File: config.mk
export PLATFORM = sky130hd
export DESIGN_NAME = hall_commutation_alt_recirculation
export DESIGN_NICKNAME = d
export VERILOG_FILES = /design/src/inc/hall_commutation_pkg.sv /design/src/rtl/dead_time_phase.sv /design/src/rtl/hall_commutation_alt_recirculation.sv
export SDC_FILE = /design/constraint.sdc
export NUM_CORES = 1
export LEC_CHECK = 0
export BUFFER_PORTS_ARGS = -buffer_cell sky130_fd_sc_hd__buf_2
export CAP_MARGIN = 0
export CORE_MARGIN = 3
export CORE_UTILIZATION = 50
export DETAILED_ROUTE_END_ITERATION = 6
export PLACE_DENSITY = 0.74
export SETUP_SLACK_MARGIN = 0.2
export SYNTH_ARGS = -nofsm -noshare
export SYNTH_HDL_FRONTEND = slang
export SYNTH_SLANG_ARGS = --single-unit
File: constraint.sdc
create_clock -name clock -period 1.7 [get_ports clock]
set_input_delay 0.51 -clock clock [delete_from_list [all_inputs] [get_ports clock]]
set_output_delay 0.51 -clock clock [all_outputs]
set_load 0.05 [all_outputs]
File: src/inc/hall_commutation_pkg.sv
// shared constants and types for the hall commutation block
package hall_commutation_pkg;

    // commutation steps: a..f high-side modulation, g..l low-side modulation
    typedef enum logic [3:0] {
        STEP_A = 4'h0,
        STEP_B = 4'h1,
        STEP_C = 4'h2,
        STEP_D = 4'h3,
        STEP_E = 4'h4,
        STEP_F = 4'h5,
        STEP_G = 4'h6,
        STEP_H = 4'h7,
        STEP_I = 4'h8,
        STEP_J = 4'h9,
        STEP_K = 4'ha,
        STEP_L = 4'hb
    } step_type;

    localparam step_type STEP_RESET = STEP_A;
    localparam step_type STEP_LAST = STEP_L;
    localparam step_type STEP_FIRST_LOW_SIDE = STEP_G;

    // brake action encodings
    localparam logic [1:0] BRAKE_LOW_SIDE = 2'h0;
    localparam logic [1:0] BRAKE_HIGH_SIDE = 2'h1;
    localparam logic [1:0] BRAKE_ALTERNATE = 2'h2;
    localparam logic [1:0] BRAKE_HIGH_Z = 2'h3;

    localparam logic FREEWHEEL_ACTIVE = 1'h1;
    localparam logic FREEWHEEL_DIODE = 1'h0;

    localparam logic [2:0] HALL_FORBIDDEN_LOW = 3'h0;
    localparam logic [2:0] HALL_FORBIDDEN_HIGH = 3'h7;
    localparam logic [2:0] HALL_RESET = 3'h0;
    localparam logic BRAKE_IDLE_RESET = 1'h1;
    localparam logic BRAKE_HIGH_RESET = 1'h0;

    localparam logic [1:0] PHASE_A = 2'h0;
    localparam logic [1:0] PHASE_B = 2'h1;
    localparam logic [1:0] PHASE_C = 2'h2;

    localparam int DEAD_TIME_WIDTH = 8;

    // returns {modulated phase, return phase} for a hall code and sense
    function automatic logic [3:0] conducting_pair(input logic [2:0] hall, input logic sense);
        logic [3:0] pair;
        pair = {PHASE_A, PHASE_A};
        unique case (hall)
            3'h5: pair = sense ? {PHASE_A, PHASE_C} : {PHASE_C, PHASE_A};
            3'h4: pair = sense ? {PHASE_B, PHASE_C} : {PHASE_C, PHASE_B};
            3'h6: pair = sense ? {PHASE_B, PHASE_A} : {PHASE_A, PHASE_B};
            3'h2: pair = sense ? {PHASE_C, PHASE_A} : {PHASE_A, PHASE_C};
            3'h3: pair = sense ? {PHASE_C, PHASE_B} : {PHASE_B, PHASE_C};
            3'h1: pair = sense ? {PHASE_A, PHASE_B} : {PHASE_B, PHASE_A};
            default: pair = {PHASE_A, PHASE_A};
        endcase
        return pair;
    endfunction

endpackage

File: src/rtl/dead_time_phase.sv
// one half-bridge: gate requests in, dead-time separated gate drives out
`timescale 1ns/100ps
module dead_time_phase #(
    parameter int DT_WIDTH = hall_commutation_pkg::DEAD_TIME_WIDTH
) (
    input wire logic clock,
    input wire logic rst,
    input wire logic high_request,
    input wire logic low_request,
    input wire logic [DT_WIDTH-1:0] dead_time_rising,
    input wire logic [DT_WIDTH-1:0] dead_time_falling,
    output logic high_gate,
    output logic low_gate
);
    import hall_commutation_pkg::*;

    typedef struct packed {
        logic high;
        logic low;
        logic [DT_WIDTH-1:0] idle_count;
    } phase_type;

    phase_type phase_reg;
    phase_type phase_next;

    // switching off is immediate, switching on waits out the dead time;
    // at least one idle cycle always separates the two gates
    always_comb begin
        phase_next = phase_reg;
        phase_next.high = phase_reg.high & high_request;
        phase_next.low = phase_reg.low & low_request;
        if (phase_reg.high || phase_reg.low) begin
            phase_next.idle_count = '0;
        end else begin
            if (phase_reg.idle_count != '1) begin
                phase_next.idle_count = phase_reg.idle_count + 1'b1;
            end
            if (high_request && !low_request && phase_reg.idle_count >= dead_time_rising) begin
                phase_next.high = 1'b1;
            end
            if (low_request && !high_request && phase_reg.idle_count >= dead_time_falling) begin
                phase_next.low = 1'b1;
            end
        end
    end

    always_ff @(posedge clock or posedge rst) begin
        if (rst) begin
            phase_reg <= '{high: 1'b0, low: 1'b0, idle_count: '1};
        end else begin
            phase_reg <= phase_next;
        end
    end

    a_gates_exclusive: assert property ( // [RULE18]
        @(posedge clock) disable iff (rst)
        !(phase_reg.high && phase_reg.low)
    ) else $error("both gates of one phase on");

    a_rise_after_dead: assert property ( // [RULE18]
        @(posedge clock) disable iff (rst)
        $rose(phase_reg.high) |-> $past(phase_reg.idle_count) >= $past(dead_time_rising)
    ) else $error("high gate on before rising dead time");

    a_fall_after_dead: assert property ( // [RULE18]
        @(posedge clock) disable iff (rst)
        $rose(phase_reg.low) |-> $past(phase_reg.idle_count) >= $past(dead_time_falling)
    ) else $error("low gate on before falling dead time");

    assign high_gate = phase_reg.high;
    assign low_gate = phase_reg.low;

endmodule // dead_time_phase

File: src/rtl/hall_commutation_alt_recirculation.sv
// hall driven single-pwm commutation with alternating recirculation
// Overview of operation
// RULE1 - freewheeling alternates between high-side and low-side switches each rotation
// RULE2 - first rotation: driven phase high gate pwm, return phase low gate on
// RULE3 - second rotation: return low gate pwm, driven phase high gate on; repeats
// RULE4 - twelve steps: a..f high-side modulation, g..l low-side modulation
// RULE5 - after step l the next transition returns to step a
// RULE6 - freewheel_select picks active or diode freewheeling
// RULE7 - diode freewheeling holds every inverted-pwm gate low
// RULE8 - sense one, high-side modulation: fixed pattern per hall code
// RULE9 - sense one, low-side modulation: fixed pattern per hall code
// RULE10 - sense zero, high-side modulation: fixed pattern per hall code
// RULE11 - sense zero, low-side modulation: fixed pattern per hall code
// RULE12 - both gates low leaves a phase floating
// RULE13 - low brake request overrides hall pattern with configured brake action
// RULE14 - hall codes 111 or 000 without brake drive all gates low
// RULE15 - six valid hall transitions end a rotation and swap modulation group
// RULE16 - controller supplies pwm timing whose duty and frequency are reproduced
// RULE17 - hall inputs select pattern, turn_sense gives rotation sense
// RULE18 - dead time inserted between complementary gates using programmed values
`timescale 1ns/100ps
module hall_commutation_alt_recirculation #(
    parameter int DT_WIDTH = hall_commutation_pkg::DEAD_TIME_WIDTH
) (
    input wire logic clock,
    input wire logic rst,
    input wire logic pwm_timing_input,
    input wire logic turn_sense,
    input wire logic [2:0] hall_position_inputs,
    input wire logic brake_request_n,
    input wire logic freewheel_select,
    input wire logic [1:0] brake_select,
    input wire logic [DT_WIDTH-1:0] dead_time_rising,
    input wire logic [DT_WIDTH-1:0] dead_time_falling,
    output logic [2:0] high_gate_out,
    output logic [2:0] low_gate_out,
    output logic [2:0] phase_floating,
    output hall_commutation_pkg::step_type commutation_step,
    output logic low_side_modulation
);
    import hall_commutation_pkg::*;

    typedef struct packed {
        step_type step;
        logic [2:0] hall_last;
        logic brake_idle;
        logic brake_high;
        logic low_group;
    } ctrl_type;

    ctrl_type ctrl_reg;
    ctrl_type ctrl_next;

    logic hall_valid;
    logic hall_change;
    logic brake_event;
    logic brake_high_now;
    logic group_low;
    logic pwm_inverted;
    logic [3:0] pair;
    logic [1:0] mod_phase;
    logic [1:0] ret_phase;
    logic [2:0] high_request;
    logic [2:0] low_request;

    assign hall_valid = hall_position_inputs != HALL_FORBIDDEN_LOW
        && hall_position_inputs != HALL_FORBIDDEN_HIGH;
    // the first valid code after reset only seeds the reference
    assign hall_change = hall_valid && ctrl_reg.hall_last != HALL_RESET
        && hall_position_inputs != ctrl_reg.hall_last;
    // only a new brake event in alternate mode flips the braking side
    assign brake_event = ctrl_reg.brake_idle && !brake_request_n
        && brake_select == BRAKE_ALTERNATE;
    // toggle seen in the very cycle of a new brake event, not one later
    assign brake_high_now = brake_event ? !ctrl_reg.brake_high : ctrl_reg.brake_high;
    assign group_low = ctrl_reg.low_group; // [RULE1]
    assign pwm_inverted = (freewheel_select == FREEWHEEL_ACTIVE) & ~pwm_timing_input; // [RULE6]
    assign pair = conducting_pair(hall_position_inputs, turn_sense); // [RULE17]
    assign mod_phase = pair[3:2];
    assign ret_phase = pair[1:0];

    // step moves once per valid hall change; six changes make one rotation
    always_comb begin
        ctrl_next = ctrl_reg;
        ctrl_next.brake_idle = brake_request_n;
        ctrl_next.brake_high = brake_high_now; // [RULE13]
        // forbidden codes keep the old reference, so a glitch costs no step
        if (hall_valid) begin
            ctrl_next.hall_last = hall_position_inputs;
        end
        if (hall_change) begin // [RULE4] [RULE15]
            if (ctrl_reg.step == STEP_LAST) begin // [RULE5]
                ctrl_next.step = STEP_A;
            end else begin
                ctrl_next.step = step_type'(4'(ctrl_reg.step) + 4'h1);
            end
        end
        ctrl_next.low_group = ctrl_next.step >= STEP_FIRST_LOW_SIDE; // [RULE1] [RULE3]
    end

    always_ff @(posedge clock or posedge rst) begin
        if (rst) begin
            ctrl_reg <= '{step: STEP_RESET, hall_last: HALL_RESET,
                brake_idle: BRAKE_IDLE_RESET, brake_high: BRAKE_HIGH_RESET,
                low_group: STEP_RESET >= STEP_FIRST_LOW_SIDE};
        end else begin
            ctrl_reg <= ctrl_next;
        end
    end

    // gate requests before dead time; brake wins over every hall pattern
    always_comb begin
        high_request = '0;
        low_request = '0;
        if (!brake_request_n) begin // [RULE13]
            unique case (brake_select)
                BRAKE_LOW_SIDE: begin
                    low_request = '1;
                end
                BRAKE_HIGH_SIDE: begin
                    high_request = '1;
                end
                BRAKE_ALTERNATE: begin
                    if (brake_high_now) begin
                        high_request = '1;
                    end else begin
                        low_request = '1;
                    end
                end
                BRAKE_HIGH_Z: begin
                    high_request = '0;
                    low_request = '0;
                end
            endcase
        end else if (hall_valid) begin
            if (!group_low) begin // [RULE2] [RULE8] [RULE10]
                high_request[mod_phase] = pwm_timing_input;
                low_request[mod_phase] = pwm_inverted; // [RULE7]
                low_request[ret_phase] = 1'b1;
            end else begin // [RULE3] [RULE9] [RULE11]
                high_request[mod_phase] = 1'b1;
                low_request[ret_phase] = pwm_timing_input;
                high_request[ret_phase] = pwm_inverted; // [RULE7]
            end
        end
        // forbidden codes fall through with every request off [RULE14]
    end

    // each half-bridge keeps its own idle timer [RULE18]
    for (genvar i = 0; i < 3; i++) begin : g_phase
        dead_time_phase #(
            .DT_WIDTH(DT_WIDTH)
        ) u_phase (
            .clock(clock),
            .rst(rst),
            .high_request(high_request[i]),
            .low_request(low_request[i]),
            .dead_time_rising(dead_time_rising),
            .dead_time_falling(dead_time_falling),
            .high_gate(high_gate_out[i]),
            .low_gate(low_gate_out[i])
        );
    end

    assign phase_floating = ~(high_gate_out | low_gate_out); // [RULE12]
    assign commutation_step = ctrl_reg.step; // [RULE4]
    assign low_side_modulation = ctrl_reg.low_group; // [RULE1]

    a_forbidden_all_low: assert property ( // [RULE14]
        @(posedge clock) disable iff (rst)
        brake_request_n && !hall_valid |=> high_gate_out == 3'h0 && low_gate_out == 3'h0
    ) else $error("forbidden hall code left a gate on");

    a_step_wraps: assert property ( // [RULE5]
        @(posedge clock) disable iff (rst)
        hall_change && ctrl_reg.step == STEP_LAST |=> ctrl_reg.step == STEP_A
    ) else $error("step did not return to a after l");

    a_step_advances: assert property ( // [RULE4] [RULE15]
        @(posedge clock) disable iff (rst)
        hall_change && ctrl_reg.step != STEP_LAST
            |=> 4'(ctrl_reg.step) == 4'($past(ctrl_reg.step)) + 4'h1
    ) else $error("step did not advance on a hall change");

    a_step_holds: assert property ( // [RULE15]
        @(posedge clock) disable iff (rst)
        !hall_change |=> $stable(ctrl_reg.step)
    ) else $error("step moved without a hall change");

    a_brake_high_z: assert property ( // [RULE13]
        @(posedge clock) disable iff (rst)
        !brake_request_n && brake_select == BRAKE_HIGH_Z
            |=> high_gate_out == 3'h0 && low_gate_out == 3'h0
    ) else $error("high impedance brake left a gate on");

    a_brake_low_side: assert property ( // [RULE13]
        @(posedge clock) disable iff (rst)
        !brake_request_n && brake_select == BRAKE_LOW_SIDE |=> high_gate_out == 3'h0
    ) else $error("low side brake left a high gate on");

    a_high_mod_pwm_low: assert property ( // [RULE2]
        @(posedge clock) disable iff (rst)
        brake_request_n && hall_valid && !group_low && !pwm_timing_input
            |=> high_gate_out == 3'h0
    ) else $error("high gate on while pwm low in high side group");

    a_low_mod_diode: assert property ( // [RULE3] [RULE7]
        @(posedge clock) disable iff (rst)
        brake_request_n && hall_valid && group_low && !pwm_timing_input
            && freewheel_select == FREEWHEEL_DIODE |=> low_gate_out == 3'h0
    ) else $error("low gate on while pwm low in diode low side group");

    c_group_swap: cover property (
        @(posedge clock) disable iff (rst) $rose(ctrl_reg.low_group));
    c_step_wrap: cover property (
        @(posedge clock) disable iff (rst) hall_change && ctrl_reg.step == STEP_LAST);
    c_alt_brake: cover property (
        @(posedge clock) disable iff (rst) brake_event);
    c_forbidden_code: cover property (
        @(posedge clock) disable iff (rst) brake_request_n && !hall_valid);

endmodule // hall_commutation_alt_recirculation

==> impl_metrics.ini <==
[clocking]
insertion_delay_ps = 310
clock_path_buffers = 2
clockRootBuffer = clkbuf_8
cts_tree = yes
clk_pin_slew_worst_paths_ps = 90
h-tree-depth = 2
clkSinkCount = 40
cts_hold_buf = 0
numCtsBuffers = 5

[outcome]
status = finished with violations
violations = negative setup slack

[global_routing]
grt_pass1_wl_um = 14670
antenna_found_initial = 0
grt_usage_pct = 23.73
grt_overflow = 0
grt_start_max_net_pins = 19
grt_pass1_vias = 3179

[synthesis]
synth_flop_cell = dfstp_2
synthXorXnorAreaFrac_pct = 3.313
yosys.area_share.simple_pct = 17.66
synth_nets = 469
ys_ff_latch = 40
async_flop_share_pct = 100.0
netlist_area_sq_mm = 0.003437
synth_compound_gate_area_share_pct = 20.50
synth_adder_area_share_pct = 20.02
synth_edf_count = 0
syn_avg_cell_area_sq_um = 8.881
syn_inst = 387
synth_top_family_by_area = compound AO/OA/AOI/OAI gates
yosys_warnings = 0
synth_mux_area_share_pct = 0.8737
synth-seq-area-share_pct = 30.03
yosysUniqueCellTypes = 53

[worst_setup_path]
crit_buf_inv = 1
critPathMaxStageDelay_ps = 580
start_kind = register
path_class = reg2reg
endpoint_kind = register
cp_max_fo = 3
crit_family = compound AO/OA/AOI/OAI gates
r2r_setup_slack_ps = -190
reg2reg_from = g_phase[1].u_phase.phase_reg[5]
slowest_stage = dfstp_2
reg2reg_depth = 7
cp.arrival_ps = 2090
path_cells = buf_6 > ha_4 > nor2b_4 > a2111oi_4 > o21ai_1 > a31oi_1 > nor2b_1
timing.rr.end = g_phase[1].u_phase.low_gate
required_ps = 1900

[layout]
finish.instance_area_sq_mm = 0.005174
final_util_pct = 79.66
largest_reg_flops = 24
fin_nets = 587
layout_commonest_cell = buf_4
finalNonFillerCells = 583
drive_gt1_share_pct = 48.42
final_cell_mix = buf_4 (69), ha_1 (42), nor2_1 (33)
areaGrowthSynthToFinish_pct = 50.53
diodes = 0

[placement]
place_inst = 535
gp_congestion = 0.8862
placed_cell_area_sq_mm = 0.004134
io_buffers = 40
dp_hpwl_um = 6599

[detailed_routing]
vias = 3459
totalWireLength_um = 10620
wl_per_cell_um = 18.21
drtIter0Drc = 181
drcViolationCount = 0
drt_pre_antenna_iters = 5
ant_nets = 0
viasPerCell = 5.933

[timing]
maxSlewHeadroom_pct = 69.34
setup_viol = 10
setup_tns_ps = -1064
fin_ws_ps = -192.6
hold_viol = 0
worst_pin_slew_ps = 459.5
fin_worst_skew_ps = 21.98
fmax_ghz = 0.5284
period_needed_ps = 1893
rsz0062_at_grt = true
period_share_pct = 111.3
whs_ps = 197.0
drv_slew = 0

[die]
chipWidth_um = 88.91
dieArea_sq_mm = 0.007905
io_pins = 41
die_h_um = 88.91
start_util_pct = 52.92
rows = 29
core_sq_mm = 0.006495

[worst_hold_path]
worstHoldPathType = in2async

[pwr]
power_leakage_nw = 2.440
powerDensity_mw_per_mm2 = 1496
ir_drop_mv = 1.198

[job]
max-cap-violations = 0
-- report_power, final --
group / internal, W / switching [W] / total [W]
combinational: 0.00236 / 0.00236 / 0.00472
sequential: 0.00153 / 0.000581 / 0.00211
clock: 0.000529 / 0.000382 / 0.000911
-- worst max-delay path by stage --
stage,slack [ps],from,endpoint,cells after the start
after global placement,-300,hall_position_inputs[2],low_side_modulation,7
after floorplan,-180,hall_position_inputs[1],low_side_modulation,7
after global routing,-270,g_phase[1].u_phase.phase_reg[5],g_phase[1].u_phase.low_gate,7
after detailed placement,-360,hall_position_inputs[2],low_side_modulation,7
after CTS,-110,g_phase[0].u_phase.high_gate,phase_floating[0],3
final,-190,g_phase[1].u_phase.phase_reg[5],g_phase[1].u_phase.low_gate,7
-- cell usage after synthesis, types with 3 or more instances --
cell / number / area, sq um
ha_1: 55 / 688.2
nor2_1: 36 / 135.1
inv_1: 34 / 127.6
dfstp_2: 25 / 656.9
o21ai_0: 25 / 125.1
a21oi_1: 16 / 80.08
dfrtp_1: 15 / 375.4
nand2_1: 15 / 56.30
a21o_1: 13 / 97.59
a31oi_1: 13 / 81.33
nand3_1: 12 / 60.06
buf_4: 10 / 75.07
nand2b_1: 9 / 56.30
a211oi_1: 7 / 52.55
clkbuf_1: 7 / 26.28
xnor2_1: 7 / 61.31
nand4_1: 6 / 37.54
nor3b_1: 6 / 45.04
xor2_1: 6 / 52.55
and3_1: 5 / 31.28
nor3_1: 5 / 25.02
nand3b_1: 4 / 30.03
nor2b_1: 4 / 25.02
mux2i_1: 3 / 30.03
o211a_1: 3 / 30.03
o21a_1: 3 / 22.52
or2_2: 3 / 18.77
-- repair_timing --
item,CTS,global route
pin swaps,41,37
endpoints found under the hold margin,0,0
cloned,0,0
setup buffers,20,20
endpoints found under the setup margin,38,46
resized for setup,74,59
-- cells by family after synthesis --
group,count (synthesis)
AND/OR/NAND/NOR,115
AO/OA/AOI/OAI,106
flip-flops,40
buffers and inverters,55
multiplexers,3
adder cells (fa/ha/maj),55
XOR/XNOR,13
-- layout make-up --
cell class	instances	area, sq um
clock buffers	7	97.59
clock inverters	1	30.03
fillers	367	1321
inverters	34	141.4
multi-input cells	292	2645
flip-flops and latches	40	1039
well taps	77	96.34
repair buffers	132	1125
-- through the flow --
step,setup WS (ps),power [W]
2_1_floorplan,-179.1,0.004308
3_3_place_gp,-299.0,0.005043
3_5_place_dp,-355.4,0.005213
4_1_cts,-112.7,0.006836
5_1_grt,-270.7,0.008206
6_report,-192.6,0.007740
-- metal layers --
layer | share of wire [%] | GRT usage, % | wire length, um | up-vias
li1 | - | - | - | 1629
met2 | 50 | 41.16 | 5298 | 138
met4 | 3.4 | 8.379 | 361 | 0
met1 | 41 | 29.63 | 4360 | 1652
met5 | 0 | 0 | 0 | -
met3 | 5.6 | 4.147 | 596 | 40
(Power assumes the default switching activity.)
